==> src/bert_pkg.sv <==
// constants shared by the bit error rate tester and its pattern sources
// assumes byte-wide register access and one bit per enable strobe on each lane
package bert_pkg;

   // port count and address layout
   localparam int          NUM_PORTS     = 8;
   localparam logic [15:0] ADDR_BASE     = 16'h1100;
   localparam logic [15:0] ADDR_PAT0     = 16'h1101;
   localparam logic [15:0] ADDR_PAT1     = 16'h1102;
   localparam logic [15:0] ADDR_PAT2     = 16'h1103;
   localparam logic [15:0] ADDR_PAT3     = 16'h1104;
   localparam logic [15:0] ADDR_TEST_CTL = 16'h1105;
   localparam logic [15:0] ADDR_ERR_CTL  = 16'h1106;
   localparam logic [15:0] ADDR_BITS0    = 16'h1107;
   localparam logic [15:0] ADDR_BITS1    = 16'h1108;
   localparam logic [15:0] ADDR_BITS2    = 16'h1109;
   localparam logic [15:0] ADDR_BITS3    = 16'h110A;
   localparam logic [15:0] ADDR_ERRS0    = 16'h110B;
   localparam logic [15:0] ADDR_ERRS1    = 16'h110C;
   localparam logic [15:0] ADDR_ERRS2    = 16'h110D;
   localparam logic [15:0] ADDR_STATUS   = 16'h110E;
   localparam logic [15:0] ADDR_MASK     = 16'h110F;

   // test control register fields
   localparam int TC_REALIGN  = 0;
   localparam int TC_LATCH    = 1;
   localparam int TC_PAT_LO   = 2;
   localparam int TC_PAT_HI   = 4;
   localparam int TC_RX_INV   = 5;
   localparam int TC_TX_INV   = 6;
   localparam int TC_RESTART  = 7;

   // error insert and length register fields
   localparam int EC_LEN_LO   = 0;
   localparam int EC_LEN_HI   = 3;
   localparam int EC_SINGLE   = 4;
   localparam int EC_RATE_LO  = 5;
   localparam int EC_RATE_HI  = 7;

   // status bit positions
   localparam int ST_SYNC     = 0;
   localparam int ST_LOST     = 1;
   localparam int ST_ZEROS    = 2;
   localparam int ST_ONES     = 3;
   localparam int ST_ERR_WRAP = 4;
   localparam int ST_BIT_WRAP = 5;
   localparam int ST_ERR_SEEN = 6;

   // reset values
   localparam logic [7:0]  REG_RESET  = 8'h00;
   localparam logic [19:0] PRBS_SEED  = 20'hF_FFFF;

   // counts in bits
   localparam logic [5:0]  SYNC_MATCH_LAST = 6'h1F;
   localparam logic [5:0]  RUN_BITS        = 6'h20;
   localparam logic [4:0]  REP_LEN_MIN_IDX = 5'h10;

   // pattern select codes
   localparam logic [2:0] PAT_PRBS7  = 3'h0;
   localparam logic [2:0] PAT_PRBS11 = 3'h1;
   localparam logic [2:0] PAT_PRBS15 = 3'h2;
   localparam logic [2:0] PAT_QRSS   = 3'h3;
   localparam logic [2:0] PAT_PRBS9  = 3'h7;

   // bits between automatic errors, minus one, by rate code
   localparam logic [23:0] ERR_GAP_LAST [8] = '{
      24'h00_0000, 24'h00_0009, 24'h00_0063, 24'h00_03E7,
      24'h00_270F, 24'h01_869F, 24'h0F_423F, 24'h98_967F};

   // repetitive style patterns walk the stored word, the rest are shift registers
   function automatic logic pat_is_repeat(input logic [2:0] m);
      return m[2] && (m != PAT_PRBS9);
   endfunction : pat_is_repeat

endpackage : bert_pkg

==> src/pat_if.sv <==
// control and bit link between a tester lane and one pattern source
// assumes one owner drives the controls and the source drives the bit
`timescale 1ns/1ns
`default_nettype none
interface pat_if;
   logic [2:0]  mode;      // pattern select code
   logic [3:0]  len_sel;   // repetitive length code
   logic [31:0] pattern;   // stored repetitive word
   logic        step;      // advance one bit
   logic        feed_en;   // shift in feed_bit instead of feedback
   logic        feed_bit;  // bit shifted in while feed_en
   logic        restart;   // return to start of pattern
   logic        bit_out;   // current pattern bit

   modport ctl (output mode, len_sel, pattern, step, feed_en, feed_bit, restart,
                input  bit_out);
   modport src (input  mode, len_sel, pattern, step, feed_en, feed_bit, restart,
                output bit_out);
endinterface : pat_if
`default_nettype wire

==> src/bit_error_rate_tester.sv <==
// eight-lane bit error rate tester with byte register port
// assumes one transmit and one receive bit per enable strobe, same clock
`timescale 1ns/1ns
`default_nettype none
module bit_error_rate_tester
   import bert_pkg::*;
(
   // clock and reset
   input  wire logic        clk,
   input  wire logic        rst_n,
   // register port
   input  wire logic [15:0] reg_addr,
   input  wire logic [7:0]  reg_wdata,
   input  wire logic        reg_wr,
   input  wire logic        reg_rd,
   output logic      [7:0]  reg_rdata,
   // transmit data path, one bit per lane
   input  wire logic [7:0]  tx_bit_en,
   output wire logic [7:0]  tx_data,
   // receive data path, one bit per lane
   input  wire logic [7:0]  rx_bit_en,
   input  wire logic [7:0]  rx_data,
   // per-lane interrupt requests
   output wire logic [7:0]  bert_irq
);

   typedef enum logic {SEARCH, LOCKED} sync_state_e;

   logic                         blk_hit;   // address inside the register window
   logic [2:0]                   sel_port;  // lane picked by the address
   logic [15:0]                  loc_addr;  // address folded onto lane zero
   logic [NUM_PORTS-1:0][7:0]    port_rd;   // read data of each lane

   ////////////////////////////////////////////////////////////////////////////
   // address decode shared by all lanes
   assign blk_hit  = (reg_addr[15:7] == ADDR_BASE[15:7]);
   assign sel_port = reg_addr[6:4];
   assign loc_addr = {ADDR_BASE[15:7], 3'h0, reg_addr[3:0]};

   // read data live only in the cycle after the strobe
   always_ff @(posedge clk or negedge rst_n) begin
      if (!rst_n) begin
         reg_rdata <= REG_RESET;
      end else if (reg_rd && blk_hit) begin
         reg_rdata <= port_rd[sel_port];
      end else begin
         // unmapped or idle reads give zero
         reg_rdata <= REG_RESET;
      end
   end

   ////////////////////////////////////////////////////////////////////////////
   // one lane per port
   for (genvar g = 0; g < NUM_PORTS; g++) begin : g_lane

      logic [31:0]  pat_r;        // stored repetitive word
      logic [7:0]   tctl_r;       // test control
      logic [7:0]   ectl_r;       // error insert and length control
      logic [6:0]   mask_r;       // interrupt mask
      logic [6:0]   stat_r;       // sticky status
      logic [7:0]   tctl_d_r;     // control delayed for edge detect
      logic         sbe_d_r;      // single inject delayed
      logic         sbe_pend_r;   // single error waiting for a bit
      logic [23:0]  gap_r;        // bits since last automatic error
      logic         tx_q_r;       // transmit bit register
      logic         irq_r;        // interrupt register
      sync_state_e  sync_r;       // checker state
      logic [5:0]   match_r;      // consecutive matches in search
      logic [5:0]   ones_r;       // consecutive ones received
      logic [5:0]   zeros_r;      // consecutive zeros received
      logic [3:0]   cond_d_r;     // conditions of previous cycle
      logic [31:0]  run_bits_r;   // running bit count
      logic [23:0]  run_errs_r;   // running error count
      logic [31:0]  bits_tally_r; // readable bit tally
      logic [23:0]  errs_tally_r; // readable error tally
      logic         wr_sel;       // write aimed at this lane
      logic         rd_sel;       // read aimed at this lane
      logic         realign_rise; // force_realign request edge
      logic         latch_rise;   // count latch edge
      logic         restart_rise; // generator reload edge
      logic         sbe_rise;     // single inject edge
      logic [2:0]   rate;         // automatic error rate code
      logic         rate_hit;     // automatic error due now
      logic         rx_bit;       // received bit after optional invert
      logic         mism;         // received bit differs from expected
      logic         compared;     // bit checked while locked
      logic         bit_wrap;     // bit count wraps this cycle
      logic         err_wrap;     // error count wraps this cycle
      logic [3:0]   cond;         // ones, zeros, searching, locked
      logic [6:0]   ev;           // status set terms
      logic [7:0]   rd_v;         // read data of this lane

      pat_if gen_if ();
      pat_if chk_if ();

      pattern_source u_gen (
         .clk   (clk),
         .rst_n (rst_n),
         .p     (gen_if)
      );

      pattern_source u_chk (
         .clk   (clk),
         .rst_n (rst_n),
         .p     (chk_if)
      );

      assign wr_sel = reg_wr && blk_hit && (sel_port == 3'(g));
      assign rd_sel = reg_rd && blk_hit && (sel_port == 3'(g));

      /////////////////////////////////////////////////////////////////////////
      // software writable registers
      always_ff @(posedge clk or negedge rst_n) begin
         if (!rst_n) begin
            pat_r  <= {4{REG_RESET}};
            tctl_r <= REG_RESET;
            ectl_r <= REG_RESET;
            mask_r <= REG_RESET[6:0];
         end else if (wr_sel) begin
            case (loc_addr)
               ADDR_PAT0:     pat_r[7:0]   <= reg_wdata;
               ADDR_PAT1:     pat_r[15:8]  <= reg_wdata;
               ADDR_PAT2:     pat_r[23:16] <= reg_wdata;
               ADDR_PAT3:     pat_r[31:24] <= reg_wdata;
               ADDR_TEST_CTL: tctl_r       <= reg_wdata;
               ADDR_ERR_CTL:  ectl_r       <= reg_wdata;
               // top mask bit is reserved
               ADDR_MASK:     mask_r       <= reg_wdata[6:0];
               default:       ;
            endcase
         end
      end

      // edge detect: holding a bit high gives only one action
      always_ff @(posedge clk or negedge rst_n) begin
         if (!rst_n) begin
            tctl_d_r <= REG_RESET;
            sbe_d_r  <= 1'b0;
         end else begin
            tctl_d_r <= tctl_r;
            sbe_d_r  <= ectl_r[EC_SINGLE];
         end
      end

      assign realign_rise = tctl_r[TC_REALIGN] && !tctl_d_r[TC_REALIGN];
      assign latch_rise   = tctl_r[TC_LATCH] && !tctl_d_r[TC_LATCH];
      assign restart_rise = tctl_r[TC_RESTART] && !tctl_d_r[TC_RESTART];
      assign sbe_rise     = ectl_r[EC_SINGLE] && !sbe_d_r;

      /////////////////////////////////////////////////////////////////////////
      // transmit generator
      assign gen_if.mode     = tctl_r[TC_PAT_HI:TC_PAT_LO];
      assign gen_if.len_sel  = ectl_r[EC_LEN_HI:EC_LEN_LO];
      assign gen_if.pattern  = pat_r;
      assign gen_if.step     = tx_bit_en[g];
      assign gen_if.feed_en  = 1'b0;
      assign gen_if.feed_bit = 1'b0;
      assign gen_if.restart  = restart_rise;

      assign rate     = ectl_r[EC_RATE_HI:EC_RATE_LO];
      assign rate_hit = (rate != 3'h0) && (gap_r == ERR_GAP_LAST[rate]);

      // count bits between automatic errors; code zero holds at rest
      always_ff @(posedge clk or negedge rst_n) begin
         if (!rst_n) begin
            gap_r <= 24'h00_0000;
         end else if (rate == 3'h0) begin
            gap_r <= 24'h00_0000;
         end else if (tx_bit_en[g]) begin
            gap_r <= rate_hit ? 24'h00_0000 : gap_r + 24'h00_0001;
         end
      end

      // one pending single error, new request wins over its use
      always_ff @(posedge clk or negedge rst_n) begin
         if (!rst_n) begin
            sbe_pend_r <= 1'b0;
         end else begin
            sbe_pend_r <= sbe_rise || (sbe_pend_r && !tx_bit_en[g]);
         end
      end

      // outgoing bit with invert and error insertion
      always_ff @(posedge clk or negedge rst_n) begin
         if (!rst_n) begin
            tx_q_r <= 1'b0;
         end else if (tx_bit_en[g]) begin
            tx_q_r <= gen_if.bit_out ^ tctl_r[TC_TX_INV] ^ (rate_hit || sbe_pend_r);
         end
      end

      assign tx_data[g] = tx_q_r;

      /////////////////////////////////////////////////////////////////////////
      // receive checker
      assign rx_bit = rx_data[g] ^ tctl_r[TC_RX_INV];
      assign mism   = (rx_bit != chk_if.bit_out);

      assign chk_if.mode     = tctl_r[TC_PAT_HI:TC_PAT_LO];
      assign chk_if.len_sel  = ectl_r[EC_LEN_HI:EC_LEN_LO];
      assign chk_if.pattern  = pat_r;
      // a repetitive word slips one bit on each miss while searching
      assign chk_if.step     = rx_bit_en[g] && ((sync_r == LOCKED) || !mism ||
                               !pat_is_repeat(chk_if.mode));
      // shift patterns load received bits until lock
      assign chk_if.feed_en  = (sync_r == SEARCH);
      assign chk_if.feed_bit = rx_bit;
      assign chk_if.restart  = realign_rise;

      // search until a full run of matches; only a realign drops lock
      always_ff @(posedge clk or negedge rst_n) begin
         if (!rst_n) begin
            sync_r  <= SEARCH;
            match_r <= 6'h00;
         end else if (realign_rise) begin
            sync_r  <= SEARCH;
            match_r <= 6'h00;
         end else if (rx_bit_en[g] && (sync_r == SEARCH)) begin
            if (mism) begin
               match_r <= 6'h00;
            end else if (match_r == SYNC_MATCH_LAST) begin
               sync_r  <= LOCKED;
               match_r <= 6'h00;
            end else begin
               match_r <= match_r + 6'h01;
            end
         end
      end

      // runs of ones and zeros, saturating at the full run
      always_ff @(posedge clk or negedge rst_n) begin
         if (!rst_n) begin
            ones_r  <= 6'h00;
            zeros_r <= 6'h00;
         end else if (rx_bit_en[g]) begin
            ones_r  <= !rx_bit ? 6'h00 : (ones_r == RUN_BITS) ? ones_r : ones_r + 6'h01;
            zeros_r <= rx_bit ? 6'h00 : (zeros_r == RUN_BITS) ? zeros_r : zeros_r + 6'h01;
         end
      end

      /////////////////////////////////////////////////////////////////////////
      // running counts and readable tallies
      assign compared = rx_bit_en[g] && (sync_r == LOCKED);
      assign bit_wrap = compared && !latch_rise && (run_bits_r == 32'hFFFF_FFFF);
      assign err_wrap = compared && mism && !latch_rise && (run_errs_r == 24'hFF_FFFF);

      // a bit arriving with the latch edge is dropped from both periods
      always_ff @(posedge clk or negedge rst_n) begin
         if (!rst_n) begin
            run_bits_r   <= 32'h0000_0000;
            run_errs_r   <= 24'h00_0000;
            bits_tally_r <= 32'h0000_0000;
            errs_tally_r <= 24'h00_0000;
         end else if (latch_rise) begin
            bits_tally_r <= run_bits_r;
            errs_tally_r <= run_errs_r;
            run_bits_r   <= 32'h0000_0000;
            run_errs_r   <= 24'h00_0000;
         end else if (compared) begin
            run_bits_r <= run_bits_r + 32'h0000_0001;
            if (mism) begin
               run_errs_r <= run_errs_r + 24'h00_0001;
            end
         end
      end

      /////////////////////////////////////////////////////////////////////////
      // status: events and both edges of each condition set sticky bits
      assign cond = {ones_r == RUN_BITS, zeros_r == RUN_BITS,
                     sync_r == SEARCH, sync_r == LOCKED};

      always_ff @(posedge clk or negedge rst_n) begin
         if (!rst_n) begin
            // cleared so the search begun by reset shows as a loss
            cond_d_r <= 4'h0;
         end else begin
            cond_d_r <= cond;
         end
      end

      assign ev[ST_ERR_SEEN] = compared && mism;
      assign ev[ST_BIT_WRAP] = bit_wrap;
      assign ev[ST_ERR_WRAP] = err_wrap;
      assign ev[ST_ONES]     = cond[3] ^ cond_d_r[3];
      assign ev[ST_ZEROS]    = cond[2] ^ cond_d_r[2];
      // a realign while already searching is still a fresh search start
      assign ev[ST_LOST]     = (cond[1] ^ cond_d_r[1]) || realign_rise;
      assign ev[ST_SYNC]     = cond[0] ^ cond_d_r[0];

      // cleared by reading, a new event in the read cycle wins
      always_ff @(posedge clk or negedge rst_n) begin
         if (!rst_n) begin
            stat_r <= REG_RESET[6:0];
         end else begin
            stat_r <= ((rd_sel && (loc_addr == ADDR_STATUS)) ? 7'h00 : stat_r) | ev;
         end
      end

      // any unmasked sticky bit requests service
      always_ff @(posedge clk or negedge rst_n) begin
         if (!rst_n) begin
            irq_r <= 1'b0;
         end else begin
            irq_r <= |(stat_r & mask_r);
         end
      end

      assign bert_irq[g] = irq_r;

      /////////////////////////////////////////////////////////////////////////
      // lane read mux
      always_comb begin
         case (loc_addr)
            ADDR_PAT0:     rd_v = pat_r[7:0];
            ADDR_PAT1:     rd_v = pat_r[15:8];
            ADDR_PAT2:     rd_v = pat_r[23:16];
            ADDR_PAT3:     rd_v = pat_r[31:24];
            ADDR_TEST_CTL: rd_v = tctl_r;
            ADDR_ERR_CTL:  rd_v = ectl_r;
            ADDR_BITS0:    rd_v = bits_tally_r[7:0];
            ADDR_BITS1:    rd_v = bits_tally_r[15:8];
            ADDR_BITS2:    rd_v = bits_tally_r[23:16];
            ADDR_BITS3:    rd_v = bits_tally_r[31:24];
            ADDR_ERRS0:    rd_v = errs_tally_r[7:0];
            ADDR_ERRS1:    rd_v = errs_tally_r[15:8];
            ADDR_ERRS2:    rd_v = errs_tally_r[23:16];
            ADDR_STATUS:   rd_v = {1'b0, stat_r};
            ADDR_MASK:     rd_v = {1'b0, mask_r};
            default:       rd_v = REG_RESET;
         endcase
      end

      assign port_rd[g] = rd_v;

   end : g_lane

endmodule : bit_error_rate_tester
`default_nettype wire

==> src/pattern_source.sv <==
// one pattern source: shift register patterns or a stored repetitive word
// assumes the owner advances it once per bit and holds controls steady
`timescale 1ns/1ns
`default_nettype none
module pattern_source
   import bert_pkg::*;
(
   // clock and reset
   input  wire logic clk,
   input  wire logic rst_n,
   // controls from the lane
   pat_if.src        p
);

   logic [19:0] lfsr_r;    // shift register state
   logic [4:0]  idx_r;     // bit index into the stored word
   logic [4:0]  last_idx;  // final index of the repetitive word
   logic        rep;       // repetitive style in use
   logic        fb;        // shift register feedback

   assign rep      = pat_is_repeat(p.mode);
   // length code counts up from the shortest word, ignored for shift patterns
   assign last_idx = REP_LEN_MIN_IDX + {1'b0, p.len_sel};

   ////////////////////////////////////////////////////////////////////////////
   // feedback taps per polynomial; qrss runs without its zero limit
   always_comb begin
      case (p.mode)
         PAT_PRBS7:  fb = lfsr_r[6] ^ lfsr_r[5];
         PAT_PRBS11: fb = lfsr_r[10] ^ lfsr_r[8];
         PAT_PRBS15: fb = lfsr_r[14] ^ lfsr_r[13];
         PAT_QRSS:   fb = lfsr_r[19] ^ lfsr_r[16];
         PAT_PRBS9:  fb = lfsr_r[8] ^ lfsr_r[4];
         default:    fb = 1'b0;
      endcase
   end

   // least significant pattern bit goes first
   assign p.bit_out = rep ? p.pattern[idx_r] : fb;

   ////////////////////////////////////////////////////////////////////////////
   // state advance
   always_ff @(posedge clk or negedge rst_n) begin
      if (!rst_n) begin
         lfsr_r <= PRBS_SEED;
         idx_r  <= 5'h00;
      end else if (p.restart) begin
         lfsr_r <= PRBS_SEED;
         idx_r  <= 5'h00;
      end else if (p.step) begin
         // checker in search feeds received bits to self-align
         lfsr_r <= {lfsr_r[18:0], p.feed_en ? p.feed_bit : fb};
         idx_r  <= (idx_r >= last_idx) ? 5'h00 : idx_r + 5'h01;
      end
   end

endmodule : pattern_source
`default_nettype wire
==> config.mk <==
export PLATFORM = sky130hd
export DESIGN_NAME = bit_error_rate_tester
export DESIGN_NICKNAME = d
export VERILOG_FILES = /design/src/bert_pkg.sv /design/src/pat_if.sv /design/src/bit_error_rate_tester.sv /design/src/pattern_source.sv
export SDC_FILE = /design/constraint.sdc
export NUM_CORES = 2
export LEC_CHECK = 0
export BUFFER_PORTS_ARGS = -buffer_cell sky130_fd_sc_hd__clkbuf_2
export CORE_ASPECT_RATIO = 2
export CORE_MARGIN = 5
export CORE_UTILIZATION = 50
export CTS_CLUSTER_DIAMETER = 50
export DETAILED_ROUTE_END_ITERATION = 8
export PLACE_DENSITY = 0.65
export SYNTH_ARGS = -nofsm -noshare
export SYNTH_HDL_FRONTEND = slang
export SYNTH_HIERARCHICAL = 1
export SYNTH_SLANG_ARGS = --single-unit
export TNS_END_PERCENT = 50
==> constraint.sdc <==
create_clock -name clk -period 3.7 [get_ports clk]
set_input_delay 0.37 -clock clk [delete_from_list [all_inputs] [get_ports clk]]
set_output_delay 0.37 -clock clk [all_outputs]
set_load 0.1 [all_outputs]
==> qor.yml <==
status: "finished, violations left"
violations: "DRC"
r2r_setup_slack_ns: 0.10
vias: 92660
die-area_mm2: 0.242
path_clk_slew_ns: 0.06
clock_path_buffers: 4
post-route-min-period_ns: 3.60
met2_usage_pct: 52.9
vias_per_cell: 6.29
coreArea_mm2: 0.230
slowest_stage: "mux4_1"
critPathMaxFanout: 40
mostFrequentLayoutCells: "nand2_1 (2014), dfrtp_1 (1907), nor2_1 (632), nand3_1 (512), mux2_2 (480)"
die_w_um: 350
finalSetupTns_ns: 0
p_leak_nw: 61.2
hold_depth: 3
grt.overflow.total: 0
finalWirelength_mm: 385
initialDrtViolationCount: 8582
multi_input_area_mm2: 0.0558
drtAntennaViolNets: 0
seq_area_mm2: 0.0563
rr_worst_depth: 10
final_nets: 11773
die_height_um: 690
fin_skew_ns: 0.0446
syn_inst: 11488
hold_end: "reg_rdata[1]"
start_kind: "register"
grt_antenna_before_repair: 21
rsz0062_at_grt: "no"
drc: 7
hold_slack_ns: 0.0589
cts-root-buf: "clkbuf_16"
cp_slowest_stage_delay_ns: 0.63
maxCapViolCount: 0
ys_types: 109
cpLargestDelayFamily: "multiplexers"
grt_use_met1_pct: 34.0
r2r-start: "g_lane[5].u_chk/idx_r[0]"
wire_per_inst_um: 26.1
seq_area_frac_synth_pct: 48.6
nFillCells: 19917
holdCritPathClass: "input pin to register"
max_freq_mhz: 278
htree_levels: 4
dp.final_hpwl_mm: 277
avgSynthCellArea_um2: 10.1
track_usage_pct: 31.2
critPathKind: "register to register"
end_kind: "register"
drive_gt1_share_pct: 16.0
worst_slew_pin_slew_ns: 1.20
synth_edf_count: 0
yosysWarningCount: 6
slew_viol_final: 0
grt_pass1_wl_mm: 580
numPortBuffers: 75
hp-start: "reg_rd"
rows: 249
period_share_pct: 97.3
synth_ff_type: "dfrtp_1"
cp_cell_sequence: "mux4_1, mux2i_1, mux4_2, o21bai_2, xnor3_1, buf_4, a2111oi_0, nor2_2, buf_12, a211o_1"
cts_tree: "built"
power.density_mw_per_mm2: 461
gp_congestion: 1.05
area_growth_pct: 11.1
syn_area_mm2: 0.116
grtUsageMet3_pct: 5.75
worstPathArrival_ns: 4.43
cts_sinks: 2232
start_util_pct: 50.3
crit_buf_inv: 2
grt_pass1_vias: 93107
slew_headroom_pct: 19.5
ys_seq_elements: 2232
clk_latency_ns: 0.90
final_common_cell: "nand2_1"
vdd_drop_max_v: 0.000438
dr.pass1.iters: 9
hold_viol: 0
ios: 76
async_reset_ff_share_pct: 100
cts_made_buffers: 213
cp_data_required_time_ns: 4.53
setup_violations: 0
grt_max_degree: 129
top_usage_layer: "met2"
r2r-end: "g_lane[5].u_chk/lfsr_r[11]"
==> cell families after synthesis <==
group / Yosys count / synth area share (%)
compound gates: 2085 / 13.1
xor+xnor: 525 / 4.08
fa+ha+maj: 192 / 2.08
buf+inv: 1006 / 3.55
flops: 2232 / 48.6
mux: 771 / 9.16
other cells: 1 / 0.00324
simple gates: 4676 / 19.5
==> flip-flops by register name, summed over array words and instances, names as in the netlist, 56 cells and up <==
register               cells
g_lane.bits_tally_r      256
g_lane.chk_if.pattern    256
g_lane.run_bits_r        256
g_lane.errs_tally_r      192
g_lane.gap_r             192
g_lane.run_errs_r        192
g_lane.u_chk/lfsr_r      160
g_lane.u_gen/lfsr_r      160
g_lane.ectl_r             64
g_lane.tctl_r             64
g_lane.mask_r             56
g_lane.stat_r             56
==> cell usage after synthesis (all sizes together), types with 75 or more instances <==
master | instances | share of area (%)
a211o | 328 | 2.5
a21oi | 318 | 1.4
a22o | 114 | 0.86
a22oi | 245 | 1.6
a31oi | 78 | 0.42
and3 | 169 | 0.91
buf | 174 | 0.84
clkbuf | 522 | 1.7
dfrtp | 1912 | 41
dfstp | 320 | 7.3
ha | 192 | 2.1
inv | 305 | 0.99
mux2 | 482 | 4.7
mux2i | 145 | 1.3
mux4 | 144 | 3.2
nand2 | 2040 | 6.7
nand2b | 116 | 0.63
nand3 | 513 | 2.2
nand4 | 194 | 1.1
nor2 | 675 | 2.4
nor2b | 405 | 2.2
nor3 | 138 | 0.62
o21ai | 338 | 1.5
o311ai | 75 | 0.57
or3 | 97 | 0.52
xnor2 | 190 | 1.4
xor2 | 327 | 2.5
==> report_power, final <==
part	switching [mW]	internal (mW)
logic	4.12	3.44
registers	2.40	26.2
clock network	10.0	13.1
==> layout make-up <==
type                            instances  share of cell area, %
Sequential cell                      2232                   43.8
Antenna cell                           10                 0.0195
Tap cell                             3012                   2.93
Inverter                              310                  0.905
Timing Repair Buffer                  507                   3.39
Clock buffer                          302                   4.84
Multi-Input combinational cell       8265                   43.4
Clock inverter                         85                  0.807
==> worst min-delay path, stage by stage <==
cell and delay [ns]:
clkbuf_2 0.10, and3_1 0.27, o311a_1 0.18
==> layer usage <==
metal  share of wire (%)  vias up
met5               0.025        -
met4                  10       14
met2                  49     3863
met3                 6.6     1600
met1                  34    46148
li1                    -    41035
==> metrics by stage <==
step | power (mW) | instances | area [µm²] | setup WS [ns] | util (%)
floorplan | 33.7 | 11503 | 116000 | 0.455 | -
global placement | 36.1 | 14312 | 121000 | 0.182 | 52.6
detailed placement | 36.5 | 14312 | 121000 | 0.163 | 52.6
CTS | 59.6 | 14713 | 129000 | 0.155 | 55.8
global route | 61.6 | 14714 | 129000 | 0.00265 | 55.8
finish | 59.3 | 14723 | 129000 | 0.101 | 55.9
==> timing repair <==
action                     4_1_cts  5_1_grt
setup endpoints to repair        0       41
setup buffers                    0        0
hold endpoints to repair       131        0
gates resized for setup          0        8
hold buffers                    14        0
==> worst max-delay path by stage <==
| stage | startpoint | endpoint | slack [ns] | depth (start not counted) |
|---|---|---|---|---|
| finish | g_lane[5].u_chk/idx_r[0] | g_lane[5].u_chk/lfsr_r[11] | 0.10 | 10 |
| global route | g_lane[5].u_chk/idx_r[0] | g_lane[5].u_chk/lfsr_r[13] | 0.003 | 10 |
| CTS | g_lane[1].u_chk/idx_r[0] | g_lane[1].run_errs_r[22] | 0.16 | 10 |
| detailed placement | g_lane[7].u_chk/idx_r[0] | g_lane[7].run_errs_r[21] | 0.16 | 10 |
| global placement | reg_addr[1] | reg_rdata[4] | 0.18 | 10 |
| floorplan | g_lane[4].u_chk/idx_r[0] | g_lane[4].run_errs_r[14] | 0.45 | 13 |
No activity file was read; power rests on OpenSTA's default activity.
